`config.mk`:
```
export PLATFORM = sky130hd
export DESIGN_NAME = rail_sequencer_ctl_pins
export DESIGN_NICKNAME = d
export VERILOG_FILES = /design/src/hw/seq_pkg.sv /design/src/hw/rail_sequencer_ctl_pins.sv /design/src/hw/pin_sync.sv /design/src/hw/ms_timer.sv
export VERILOG_INCLUDE_DIRS = /design/src /design/src/hw
export SDC_FILE = /design/constraint.sdc
export NUM_CORES = 1
export LEC_CHECK = 0
export BUFFER_PORTS_ARGS = -buffer_cell sky130_fd_sc_hd__buf_2
export CORE_MARGIN = 8
export CORE_UTILIZATION = 60
export DETAILED_ROUTE_END_ITERATION = 8
export GPL_ROUTABILITY_DRIVEN = 0
export HOLD_SLACK_MARGIN = 0.03
export PLACE_DENSITY = 0.91
export SLEW_MARGIN = 25
export SYNTH_ARGS = -nofsm -noshare
export SYNTH_HDL_FRONTEND = slang
export SYNTH_HIERARCHICAL = 1
export SYNTH_SLANG_ARGS = --single-unit
```
`constraint.sdc`:
```
create_clock -name clk -period 3.4 [get_ports clk]
set_input_delay 1.02 -clock clk [delete_from_list [all_inputs] [get_ports clk]]
set_output_delay 1.02 -clock clk [all_outputs]
set_load 0.05 [all_outputs]
```
`src/hw/seq_defines.svh`:
```
// Purpose: offsets, field positions, reset values and timing counts
// Assumes: 40 MHz system clock
// Notes:   rail bit order follows the power-up chain
`ifndef SEQ_DEFINES_SVH
`define SEQ_DEFINES_SVH

// ----------------------------------------------------------------
// timing
// ----------------------------------------------------------------
`define CLK_PERIOD_NS    25
`define TICK_NS          1000000
`define TICK_CYCLES      (`TICK_NS / `CLK_PERIOD_NS)
`define RESET_DELAY_MS   8'd50
`define DN_STAGE1_MS     8'd2
`define DN_STAGE2_MS     8'd4

// ----------------------------------------------------------------
// widths
// ----------------------------------------------------------------
`define RAIL_COUNT       13
`define CTL_COUNT        6
`define OD_COUNT         4
`define SYNC_W           23

// ----------------------------------------------------------------
// rail groups, bit i = chain position i
// ----------------------------------------------------------------
`define FP_MASK          13'h02c4
`define LOGIC_MASK       13'h1c00
`define SELF_PG_MASK     13'h0404
`define DN_GROUP1        13'h0280
`define DN_GROUP2        13'h1d70
`define DN_GROUP3        13'h000f
`define FP_SWITCH_BIT    2
`define CORE_SWITCH_BIT  10

// ----------------------------------------------------------------
// register map
// ----------------------------------------------------------------
`define REG_CTRL         8'h00
`define REG_ACTIVE_CODE  8'h04
`define REG_SLEEP_CODE   8'h08
`define REG_SHARED       8'h0c
`define REG_ALTERNATE    8'h10
`define REG_STATUS       8'h14
`define REG_PG           8'h18
`define CTRL_SPARE_BIT   0
`define ACTIVE_CODE_RST  8'h00
`define SLEEP_CODE_RST   8'h00
`define SHARED_CODE_RST  8'h00
`define ALT_CODE_RST     8'h00

`endif

```
`src/hw/seq_pkg.sv`:
```
// Purpose: shared types of the rail sequencer
// Assumes: seq_defines.svh gives widths
// Notes:   struct fields listed msb first
`include "seq_defines.svh"
package seq_pkg;

	typedef enum logic [2:0] {
		S_OFF, S_UP, S_DN_RST, S_DN_W2, S_DN_G2, S_DN_W4
	} seq_state_type;

	typedef struct packed {
		logic ddr_voltage_select;
		logic logic_domain_enable;
		logic power_enable_input;
		logic full_power_domain_enable;
		logic aux_switch_enable_input;
		logic reset_request_input;
	} ctl_pins_type;

	typedef struct packed {
		logic core_switch_control;
		logic processor_reset_output;
		logic spare_open_drain_output;
		logic full_power_switch_control;
	} od_pins_type;

	typedef struct packed {
		logic io_bank_ldo;
		logic merged_load_switch;
		logic core_switch;
		logic transceiver_ldo;
		logic periph_3v3_buck;
		logic memory_buck;
		logic termination_ldo;
		logic pll_ldo;
		logic aux_rail_buck;
		logic periph_1v2_buck;
		logic full_power_switch;
		logic low_power_buck;
		logic input_buck;
	} rail_enable_type;

	typedef struct packed {
		logic [7:0]  paddr;
		logic        psel;
		logic        penable;
		logic        pwrite;
		logic [31:0] pwdata;
	} apb_req_type;

	typedef struct packed {
		logic [31:0] prdata;
		logic        pready;
		logic        pslverr;
	} apb_rsp_type;

	typedef struct packed {
		logic [15:0] div;
		logic [7:0]  ms;
	} timer_state_type;

	typedef struct packed {
		seq_state_type            state;
		logic [`RAIL_COUNT-1:0]   rails;
		logic                     rst_hold;
		logic                     aux_en;
		od_pins_type              od_oe;
		logic                     spare_release;
		logic [7:0]               active_code;
		logic [7:0]               sleep_code;
		logic [7:0]               shared_code;
		logic [7:0]               alt_code;
		logic [7:0]               mem_code;
		logic [31:0]              prdata;
		logic                     slverr;
	} top_state_type;

endpackage

```
`src/hw/rail_sequencer_ctl_pins.sv`:
```
// Purpose: pin driven rail power-up/down sequencer with apb registers
// Assumes: pins and power-good inputs asynchronous, 40 MHz clk
// Notes:   open-drain pins driven low while the matching oe is high
`timescale 1ns/1ps
`default_nettype none
`include "seq_defines.svh"

// Functional notes
// [RULE1] rails follow pin levels and power-good chain
// [RULE2] power enable starts the primary sequence
// [RULE3] host holds domain and reset inputs high
// [RULE4] ddr select: low sleep code, high active
// [RULE5] aux switch follows its input directly
// [RULE6] reset request low forces processor reset low
// [RULE7] reset released 50 ms after request high
// [RULE8] processor reset is active-low power-on reset
// [RULE9] switch controls split full-power and logic domains
// [RULE10] full-power domain low drops its rails
// [RULE11] logic domain low drops its rails
// [RULE12] board may tie domain enables to power
// [RULE13] shared register set drives transceiver ldo
// [RULE14] alternate register set has no effect
// [RULE15] power-down: reset first, then staged 2/4 ms
// [RULE16] next rail waits for previous power-good
module rail_sequencer_ctl_pins #(
	parameter int TICK_CYCLES = `TICK_CYCLES
) (
	input  wire logic                     clk,
	input  wire logic                     rst_n,
	input  wire seq_pkg::ctl_pins_type    ctl_pins,
	input  wire logic [`RAIL_COUNT-1:0]   rail_pg,
	input  wire seq_pkg::od_pins_type     od_i,
	output var  seq_pkg::od_pins_type     od_o,
	output var  seq_pkg::od_pins_type     od_oe,
	output var  seq_pkg::rail_enable_type rail_enable,
	output var  logic                     auxiliary_load_switch_en,
	output var  logic [7:0]               memory_buck_code,
	output var  logic [7:0]               transceiver_ldo_code,
	input  wire seq_pkg::apb_req_type     apb_req,
	output var  seq_pkg::apb_rsp_type     apb_rsp
);
	import seq_pkg::*;

	// ----------------------------------------------------------------
	// declarations
	// ----------------------------------------------------------------
	top_state_type          st_reg;
	top_state_type          st_next;
	logic [`SYNC_W-1:0]     sync_q;
	ctl_pins_type           ctl_s;
	logic [`RAIL_COUNT-1:0] pg_s;
	od_pins_type            od_s;

	logic [`RAIL_COUNT-1:0] pg_eff;
	logic [`RAIL_COUNT-1:0] dom_ok;
	logic [`RAIL_COUNT-1:0] pass;
	logic [`RAIL_COUNT-1:0] grow;
	logic                   seq_done;

	logic                   rst_run;
	logic                   rst_done;
	logic                   dn_run;
	logic [7:0]             dn_limit;
	logic                   dn_done;

	logic                   setup_ph;
	logic                   wr_acc;
	logic [31:0]            rd_val;
	logic                   rd_miss;

	// ----------------------------------------------------------------
	// pin synchronisers
	// ----------------------------------------------------------------
	pin_sync #(
		.W (`SYNC_W)
	) u_pin_sync (
		.clk   (clk),
		.rst_n (rst_n),
		.din   ({od_i, rail_pg, ctl_pins}),
		.dout  (sync_q)
	);

	assign ctl_s = ctl_pins_type'(sync_q[`CTL_COUNT-1:0]);
	assign pg_s  = sync_q[`CTL_COUNT+`RAIL_COUNT-1:`CTL_COUNT];
	assign od_s  = od_pins_type'(sync_q[`SYNC_W-1:`CTL_COUNT+`RAIL_COUNT]);

	// ----------------------------------------------------------------
	// delay timers
	// ----------------------------------------------------------------
	ms_timer #(
		.TICK_CYCLES (TICK_CYCLES)
	) u_reset_timer (
		.clk   (clk),
		.rst_n (rst_n),
		.run   (rst_run),
		.limit (`RESET_DELAY_MS),
		.done  (rst_done)
	);

	ms_timer #(
		.TICK_CYCLES (TICK_CYCLES)
	) u_down_timer (
		.clk   (clk),
		.rst_n (rst_n),
		.run   (dn_run),
		.limit (dn_limit),
		.done  (dn_done)
	);

	// [RULE15] stage delay select
	assign dn_run   = (st_reg.state == S_DN_W2) || (st_reg.state == S_DN_W4);
	assign dn_limit = (st_reg.state == S_DN_W4) ? `DN_STAGE2_MS : `DN_STAGE1_MS;

	// ----------------------------------------------------------------
	// power-good chain
	// ----------------------------------------------------------------
	// switch controls have no power-good, they count as good once on
	assign pg_eff = (pg_s & ~`SELF_PG_MASK) | (st_reg.rails & `SELF_PG_MASK);

	// [RULE3] domains gated by host inputs
	// [RULE10] full-power domain gate
	// [RULE11] logic domain gate
	assign dom_ok = ~(`FP_MASK & {`RAIL_COUNT{~ctl_s.full_power_domain_enable}})
		& ~(`LOGIC_MASK & {`RAIL_COUNT{~ctl_s.logic_domain_enable}});

	generate
		for (genvar i = 0; i < `RAIL_COUNT; i++) begin : g_chain
			logic prev;
			if (i == 0) begin : g_first
				assign prev = 1'b1;
			end else begin : g_rest
				assign prev = pass[i-1];
			end

			// [RULE16] advance on previous power-good
			assign pass[i] = dom_ok[i] ? (st_reg.rails[i] & pg_eff[i]) : prev;

			// [RULE1] enable from pins and chain
			assign grow[i] = dom_ok[i] & (st_reg.rails[i] | prev);
		end
	endgenerate

	assign seq_done = pass[`RAIL_COUNT-1];

	// [RULE7] delay runs while request high and rails up
	assign rst_run = (st_reg.state == S_UP) && ctl_s.power_enable_input
		&& ctl_s.reset_request_input && seq_done;

	// ----------------------------------------------------------------
	// apb decode
	// ----------------------------------------------------------------
	assign setup_ph = apb_req.psel && !apb_req.penable;
	assign wr_acc   = apb_req.psel && apb_req.penable && apb_req.pwrite;

	always_comb begin
		rd_val  = 32'h0000_0000;
		rd_miss = 1'b0;
		case (apb_req.paddr)
			`REG_CTRL: begin
				rd_val[`CTRL_SPARE_BIT] = st_reg.spare_release;
			end

			`REG_ACTIVE_CODE: begin
				rd_val[7:0] = st_reg.active_code;
			end

			`REG_SLEEP_CODE: begin
				rd_val[7:0] = st_reg.sleep_code;
			end

			`REG_SHARED: begin
				rd_val[7:0] = st_reg.shared_code;
			end

			`REG_ALTERNATE: begin
				rd_val[7:0] = st_reg.alt_code;
			end

			`REG_STATUS: begin
				rd_val = {4'h0, od_s, ctl_s, st_reg.rst_hold, seq_done,
					st_reg.state, st_reg.rails};
			end

			`REG_PG: begin
				rd_val[`RAIL_COUNT-1:0] = pg_s;
			end

			default: begin
				rd_miss = 1'b1;
			end
		endcase
	end

	// ----------------------------------------------------------------
	// next state
	// ----------------------------------------------------------------
	always_comb begin
		st_next = st_reg;

		unique case (st_reg.state)
			S_OFF: begin
				st_next.rails = '0;
				// [RULE2] power enable starts sequence
				if (ctl_s.power_enable_input) begin
					st_next.state = S_UP;
				end
			end

			S_UP: begin
				if (!ctl_s.power_enable_input) begin
					st_next.state = S_DN_RST;
				end else begin
					st_next.rails = grow;
				end
			end

			S_DN_RST: begin
				// [RULE15] first stage after reset assert
				st_next.rails = st_reg.rails & ~`DN_GROUP1;
				st_next.state = S_DN_W2;
			end

			S_DN_W2: begin
				if (dn_done) begin
					st_next.state = S_DN_G2;
				end
			end

			S_DN_G2: begin
				// [RULE15] second stage
				st_next.rails = st_reg.rails & ~`DN_GROUP2;
				st_next.state = S_DN_W4;
			end

			S_DN_W4: begin
				if (dn_done) begin
					// [RULE15] last stage
					st_next.rails = st_reg.rails & ~`DN_GROUP3;
					st_next.state = S_OFF;
				end
			end

			default: begin
				st_next.state = S_OFF;
				st_next.rails = '0;
			end
		endcase

		// [RULE10] domain low keeps its rails off in any state
		// [RULE11] same for logic domain
		st_next.rails = st_next.rails & dom_ok;

		// [RULE6] request low holds reset
		// [RULE15] leaving S_UP asserts reset first
		// [RULE7] release only after delay done
		st_next.rst_hold = !(rst_run && rst_done && ctl_s.power_enable_input);

		// [RULE5] aux switch follows its pin
		st_next.aux_en = ctl_s.aux_switch_enable_input;

		// [RULE4] low selects sleep code (1.2 V), high active (1.1 V)
		st_next.mem_code = ctl_s.ddr_voltage_select ? st_reg.active_code
			: st_reg.sleep_code;

		// apb read data captured in setup, error on unmapped address
		if (setup_ph) begin
			st_next.prdata = rd_val;
			st_next.slverr = rd_miss;
		end

		if (wr_acc) begin
			case (apb_req.paddr)
				`REG_CTRL: begin
					st_next.spare_release = apb_req.pwdata[`CTRL_SPARE_BIT];
				end

				`REG_ACTIVE_CODE: begin
					st_next.active_code = apb_req.pwdata[7:0];
				end

				`REG_SLEEP_CODE: begin
					st_next.sleep_code = apb_req.pwdata[7:0];
				end

				`REG_SHARED: begin
					// [RULE13] shared set drives transceiver ldo
					st_next.shared_code = apb_req.pwdata[7:0];
				end

				`REG_ALTERNATE: begin
					// [RULE14] stored only, drives nothing
					st_next.alt_code = apb_req.pwdata[7:0];
				end

				default: begin
				end
			endcase
		end

		// [RULE9] switch controls pulled low while domain off
		st_next.od_oe.full_power_switch_control = !st_next.rails[`FP_SWITCH_BIT];
		st_next.od_oe.core_switch_control       = !st_next.rails[`CORE_SWITCH_BIT];
		// [RULE8] reset pin pulled low while held
		st_next.od_oe.processor_reset_output    = st_next.rst_hold;
		st_next.od_oe.spare_open_drain_output   = !st_next.spare_release;
	end

	// ----------------------------------------------------------------
	// state register
	// ----------------------------------------------------------------
	always_ff @(posedge clk) begin
		if (!rst_n) begin
			st_reg             <= '0;
			st_reg.state       <= S_OFF;
			st_reg.rst_hold    <= 1'b1;
			st_reg.od_oe       <= '1;
			st_reg.active_code <= `ACTIVE_CODE_RST;
			st_reg.sleep_code  <= `SLEEP_CODE_RST;
			st_reg.shared_code <= `SHARED_CODE_RST;
			st_reg.alt_code    <= `ALT_CODE_RST;
			st_reg.mem_code    <= `SLEEP_CODE_RST;
		end else begin
			st_reg <= st_next;
		end
	end

	// ----------------------------------------------------------------
	// outputs
	// ----------------------------------------------------------------
	assign od_o                     = '0;
	assign od_oe                    = st_reg.od_oe;
	assign rail_enable              = rail_enable_type'(st_reg.rails);
	assign auxiliary_load_switch_en = st_reg.aux_en;
	assign memory_buck_code         = st_reg.mem_code;
	// [RULE13] transceiver ldo code output
	assign transceiver_ldo_code     = st_reg.shared_code;

	assign apb_rsp.prdata           = st_reg.prdata;
	assign apb_rsp.pready           = 1'b1;
	assign apb_rsp.pslverr          = st_reg.slverr;
endmodule // rail_sequencer_ctl_pins
`default_nettype wire

```
`src/hw/pin_sync.sv`:
```
// Purpose: two-flop synchroniser bank for pin inputs
// Assumes: inputs asynchronous to clk
// Notes:   first stage read only by second stage
`timescale 1ns/1ps
`default_nettype none
module pin_sync #(
	parameter int W = 1
) (
	input  wire logic         clk,
	input  wire logic         rst_n,
	input  wire logic [W-1:0] din,
	output var  logic [W-1:0] dout
);
	typedef struct packed {
		logic [W-1:0] s1;
		logic [W-1:0] s2;
	} sync_state_type;

	sync_state_type sync_reg;
	sync_state_type sync_next;

	// ----------------------------------------------------------------
	// two stages
	// ----------------------------------------------------------------
	always_comb begin
		sync_next    = sync_reg;
		sync_next.s1 = din;
		sync_next.s2 = sync_reg.s1;
	end

	always_ff @(posedge clk) begin
		if (!rst_n) begin
			sync_reg <= '0;
		end else begin
			sync_reg <= sync_next;
		end
	end

	assign dout = sync_reg.s2;
endmodule // pin_sync
`default_nettype wire

```
`src/hw/ms_timer.sv`:
```
// Purpose: millisecond delay timer on a tick divider
// Assumes: run held high for the whole wait
// Notes:   dropping run restarts both divider and count
`timescale 1ns/1ps
`default_nettype none
module ms_timer #(
	parameter int TICK_CYCLES = 40000
) (
	input  wire logic       clk,
	input  wire logic       rst_n,
	input  wire logic       run,
	input  wire logic [7:0] limit,
	output var  logic       done
);
	import seq_pkg::*;

	timer_state_type tmr_reg;
	timer_state_type tmr_next;
	logic            tick;

	// ----------------------------------------------------------------
	// divider and ms count
	// ----------------------------------------------------------------
	assign tick = (tmr_reg.div == 16'(TICK_CYCLES - 1));

	always_comb begin
		tmr_next = tmr_reg;
		if (!run) begin
			tmr_next = '0;
		end else if (tmr_reg.ms != limit) begin
			if (tick) begin
				tmr_next.div = '0;
				tmr_next.ms  = tmr_reg.ms + 8'h01;
			end else begin
				tmr_next.div = tmr_reg.div + 16'h0001;
			end
		end
	end

	always_ff @(posedge clk) begin
		if (!rst_n) begin
			tmr_reg <= '0;
		end else begin
			tmr_reg <= tmr_next;
		end
	end

	assign done = run && (tmr_reg.ms == limit);
endmodule // ms_timer
`default_nettype wire

```
== Word level (Yosys, flattened, before mapping) ==
Cells that the tools add are included.
Cells by class
  eq/ne operators: 21
  multiplexer cells: 35
  $add $sub $neg: 4
  bitwise operators: 44
  reductions and logical operators: 28
Operators with widths (count)
  $pmux W13 S5: 1
  $mux W16: 3
  $pmux W7 S6: 1
  $mux W8: 5
  $mux W33: 1
  $add A16 B1 Y16 const B: 2
  $eq A16 B16 Y1 const B: 2
  $and A13 B13 Y13: 2
  $and A1 B1 Y1: 25
  $eq A8 B5 Y1 const B: 3
  $pmux W3 S6: 1
  $add A8 B1 Y8 const B: 2
  $eq A8 B4 Y1 const B: 2
  $reduce_and A2 Y1: 8
  $mux W1: 15
  $mux W15: 1
  $mux W13: 1
  $not A10 Y13: 1
  $not A13 Y13: 1
  $or A13 B11 Y13: 1
  $mux W3: 4
  $or A1 B1 Y1: 12
  $logic_and A1 B1 Y1: 10
  $pmux W5 S2: 1
  18 further kinds: 27
Storage, ports and cells
  input port bits: 68
  register bits after elaboration: 189
  output and inout bits: 72

== Logic depth before layout (Yosys ltp) ==
  depth in word-level cells: 21
  gate-level depth with buffers: 10

== Hierarchy ==
Netlist, hierarchy kept.
Modules (own cells, without submodules)
  rail_sequencer_ctl_pins: seq. area each 1821.7 µm², area an instance 4739.5 µm², cells each 523, times used 1
  ms_timer: seq. area each 480.5 µm², area an instance 1326.3 µm², cells each 158, times used 2
  pin_sync: seq. area each 920.9 µm², area an instance 1286.2 µm², cells each 96, times used 1

== Least setup slack after synthesis ==
No wires, ideal clock.
  path type: input to register
  from: in apb_req[39] in the netlist's numbering
  to: reg st_reg (netlist bit apb_rsp[24])
  path slack: 1.073 ns
  required time: 3.335 ns
  path buffers: 3
  data arrival time: 2.262 ns
  stages: 7
  cells stage by stage: buf_4 > or3b_1 > buf_6 > nor4_4 > buf_6 > a22oi_1 > nor2b_1
Between the ends
  longest elaborated chain between the ends: 2
Ends and longest elaborated chain
  from (decl): line rail_sequencer_ctl_pins.sv:39  | input wire seq_pkg::apb_req_type apb_req,
  $eq A8 B5 Y1: line rail_sequencer_ctl_pins.sv:158  | case (apb_req.paddr)
  $mux W15: line rail_sequencer_ctl_pins.sv:158
  to (signal assigned): line rail_sequencer_ctl_pins.sv:323  | st_reg <= st_next;
  to (decl): line rail_sequencer_ctl_pins.sv:47  | top_state_type st_reg;
No other way between the ends.
A chain may end at the register's enable or synchronous reset.

== Worst setup path in the final report ==
  from: reg st_reg[94] in the netlist's numbering
  to: reg u_down_timer/tmr_reg[19] in the netlist's numbering
Between the ends
  longest elaborated chain between the ends: 3
  elaborated cells on any way between the ends: 6
Ends and longest elaborated chain
  $eq A3 B3 Y1: line rail_sequencer_ctl_pins.sv:112  | assign dn_limit = (st_reg.state == S_DN_W4) ? `DN_STAGE2_MS : `DN_STAGE1_MS;
  $mux W3 (no line)
  net dn_limit[1]: line rail_sequencer_ctl_pins.sv:63  | logic [7:0] dn_limit;
  $ne A8 B3 Y1: line ms_timer.sv:30  | end else if (tmr_reg.ms != limit) begin
  to (signal assigned): line ms_timer.sv:44  | tmr_reg <= tmr_next;
  to (decl): line ms_timer.sv:17  | timer_state_type tmr_reg;
The timed path passes the listed nets, and every way through them passes these cells.

==> key figures <==
Outcome
  • Outcome: finished, final reports clean

Global routing
  • Wire length of the first global-routing pass: 32000 µm
  • Number of antenna violations at the first check in global routing: 1
  • Total routing resource utilization after global routing: 21.5%
  • Total grt overflow: 0
  • Via count of the first global-routing pass: 6589
  • Largest net degree at the start of global routing: 59

Placed design
  • Post-Place Cells: 1140
  • Instance area at placement: 8850 µm²
  • Post-detailed-placement half-perimeter wirelength: 14400 µm
  • Post-placement worst setup slack: 684 ps
  • # port buffers: 106

Floorplan
  • Standard cell core area: 14300 µm²
  • Initial cell density of the core: 60.6%
  • DIE WIDTH: 136 µm
  • Die Outline Area: 18600 µm²
  • Vertical die dimension: 136 µm
  • Count of standard-cell rows: 44
  • Num ports: 140

Critical path
  • Combined buffer and inverter count along the critical path: 3
  • CP Cell Sequence: nand3b_1 > inv_1 > xor2_1 > nor4_1 > buf_4 > and2_0 > buf_4 > or4_1 > a21oi_1
  • Kind of start point of the critical path: flop
  • Critical path's top delay family: simple AND/OR/NAND/NOR gates
  • Type of the worst setup path: flop to flop
  • Data required time at the worst endpoint: 3750 ps
  • Critical path data arrival time: 2940 ps
  • Crit Path Max Fanout: 19
  • Cell mode on critical path: buf_4
  • Largest stage delay on the critical path: 700 ps
  • Master of the slowest instance on the critical path: dfxtp_1
  • Worst setup EP type: flop

Clocking
  • Resized cells post-CTS: 0
  • Number of buffers created by CTS: 17
  • TritonCTS clock tree: built
  • Maximum root-to-sink buffer count: 2
  • Sinks on the clock net: 185
  • Number of setup buffers added after CTS: 0
  • Quantity of hold-fixing buffers added after cts: 0
  • Worst skew pair latency: 440 ps
  • Number of H-tree levels: 4
  • Cell at the root of the clock tree: clkbuf_16
  • CTS clock-pin slew for the worst setup and hold paths: 60 ps

Yosys
  • Number of distinct library cell variants in the gate-level netlist after synthesis: 76
  • Simple-gate share of the synthesized area: 24.9%
  • Prevailing post-synth register cell: dfxtp_1
  • Share of async-settable or async-resettable flops after synthesis: 0%
  • Cell types occupying the most area after synthesis: dfxtp_1 (43%), buf_4 (6.4%), mux2i_1 (4.2%), and2_2 (4.0%), nor2b_1 (3.5%)
  • Combinational family with the most area after synthesis: simple AND/OR/NAND/NOR gates
  • Yosys reg bits: 185
  • Total of warnings raised by yosys: 6
  • Mapped cell area: 8680 µm²
  • Post-synth EDFFs: 0
  • Fraction of synthesized cell area in xor and xnor cells: 2.42%
  • Mapped Cells: 935
  • Sequential-to-total area share from yosys stat: 42.7%
  • Cell type with the highest aggregate area in the netlist: dfxtp_1
  • Multiplexer area fraction after synthesis: 4.67%
  • Synth Area per Inst: 9.28 µm²
  • Area fraction in compound gates after synthesis: 14.8%
  • Adder-cell share of the synthesized area: 0.721%
  • Share of the synthesized area in the top cell type: 42.7%

Power and ir drop
  • Highest ir drop seen on vdd: 0.366 mV
  • Tot Pwr: 0.00432 W
  • Power density over the cells: 459 nW/µm²
  • Leakage power: 3.78 nW

STA
  • Total Neg Setup Slack: 0 ps
  • Count of endpoints failing setup in the final report: 0
  • Number of hold-slack violations in the final timing report: 0
  • Final Critical Period: 2580 ps
  • Worst clock skew on the final layout: 8.44 ps
  • RSZ-0062 raised after global routing: no
  • Transition time at the pin with the least slew margin: 752 ps
  • Max-slew violations: 0
  • Maximum achievable frequency: 0.387 GHz
  • Portion of the clock cycle consumed by the worst path in the final layout: 75.9%
  • Worst path setup slack after routing: 819 ps
  • Worst slew margin relative to its limit: 49.8%

Drt
  • Residual antenna-violating net count after detailed routing: 0
  • First-pass DRT Iterations: 5
  • Via total after detailed routing: 6953
  • Drc violations: 0
  • Starting DRC count in detailed routing: 634
  • Via density per instance: 5.93
  • Final routed wire length divided by cell count: 17.0 µm
  • Final wirelength: 20000 µm

Finish
  • Cell area after layout: 9410 µm²
  • Most used cells in the layout excluding fill and tap cells: dfxtp_1 (185), buf_2 (105), nand2_1 (58)
  • Number of nets in the finished design: 1048
  • Flip-flop count of the largest register after layout: 29
  • Most frequent standard cell in the layout excluding fill and tap cells: dfxtp_1
  • Non-filler instance count after layout: 1173
  • Fraction of layout cells with a size suffix above 1: 22.8%
  • Layout overhead on the synthesized area: 8.43%

Run
  • Max-capacitance violation count: 0

Hold path
  • Min-delay worst type: flop to flop
==> cell usage after synthesis, types with 6 or more instances <==
master    number
a21oi_1       46
a22oi_1       14
a31o_2         9
a31oi_1        9
and2_1         9
and2_2        46
and3_1        16
and4_1         8
buf_2         17
buf_4         74
clkbuf_1      22
dfxtp_1      185
inv_1         13
mux2i_1       36
nand2_1       58
nand2b_1      10
nand3_1       24
nand3b_1       6
nand4_1       18
nor2_1        40
nor2b_1       48
nor3b_1        6
nor4_1         8
o211ai_1      12
o21ai_0       38
o31ai_1       10
or3_1         10
or4_1         18
xnor2_1        6
xor2_1        18
==> through the flow <==
step | util [%] | hold WS (ps)
4_1_cts | 65.7 | 447
5_1_grt | 65.7 | 460
3_5_place_dp | 61.8 | 432
2_1_floorplan | - | 426
3_3_place_gp | 61.8 | 430
6_report | 65.7 | 443
==> path summary, 6_finish.rpt <==
| check | from | endpoint | slack [ps] | depth (start not counted) |
|---|---|---|---|---|
| max | st_reg[94]$_SDFFE_PN0P_ | u_down_timer/tmr_reg[19]$_SDFFE_PN0P_ | 820 | 9 |
| max reg2reg | st_reg[94]$_SDFFE_PN0P_ | u_down_timer/tmr_reg[19]$_SDFFE_PN0P_ | 820 | 9 |
| min reg2reg | u_pin_sync/sync_next[7]$_SDFF_PN0_ | u_pin_sync/dout[7]$_SDFF_PN0_ | 440 | 1 |
| min | u_pin_sync/sync_next[7]$_SDFF_PN0_ | u_pin_sync/dout[7]$_SDFF_PN0_ | 440 | 1 |
==> cell families after synthesis <==
kind of cell | after synthesis
compound gates | 191
xor+xnor | 24
fa+ha+maj | 5
buf+inv | 135
flops | 185
mux | 39
other cells | 2
simple gates | 354
==> layer usage <==
metal  track usage (%)  part of all wire [%]  wire, µm
met5                 0                     0         0
met4              10.6                   3.4       680
met3              5.58                   7.0      1400
met2              34.4                    48      9570
met1              26.3                    42      8340
==> report_power, final <==
group          internal, W  switching, W  leakage (nW)
logic            0.0000834      0.000148          2.00
clock network      0.00101      0.000858         0.274
registers          0.00220     0.0000246          1.50
==> final cells by class <==
cell class / count / area, µm²
Clock buffer: 22 / 474
Tap cell: 184 / 230
Timing Repair Buffer: 122 / 653
Multi-Input combinational cell: 636 / 4210
Fill cell: 1144 / 4900
Clock inverter: 10 / 85.1
Antenna cell: 1 / 2.50
Sequential cell: 185 / 3700
Inverter: 13 / 48.8
Note: power is estimated with default switching activity, not from simulation.
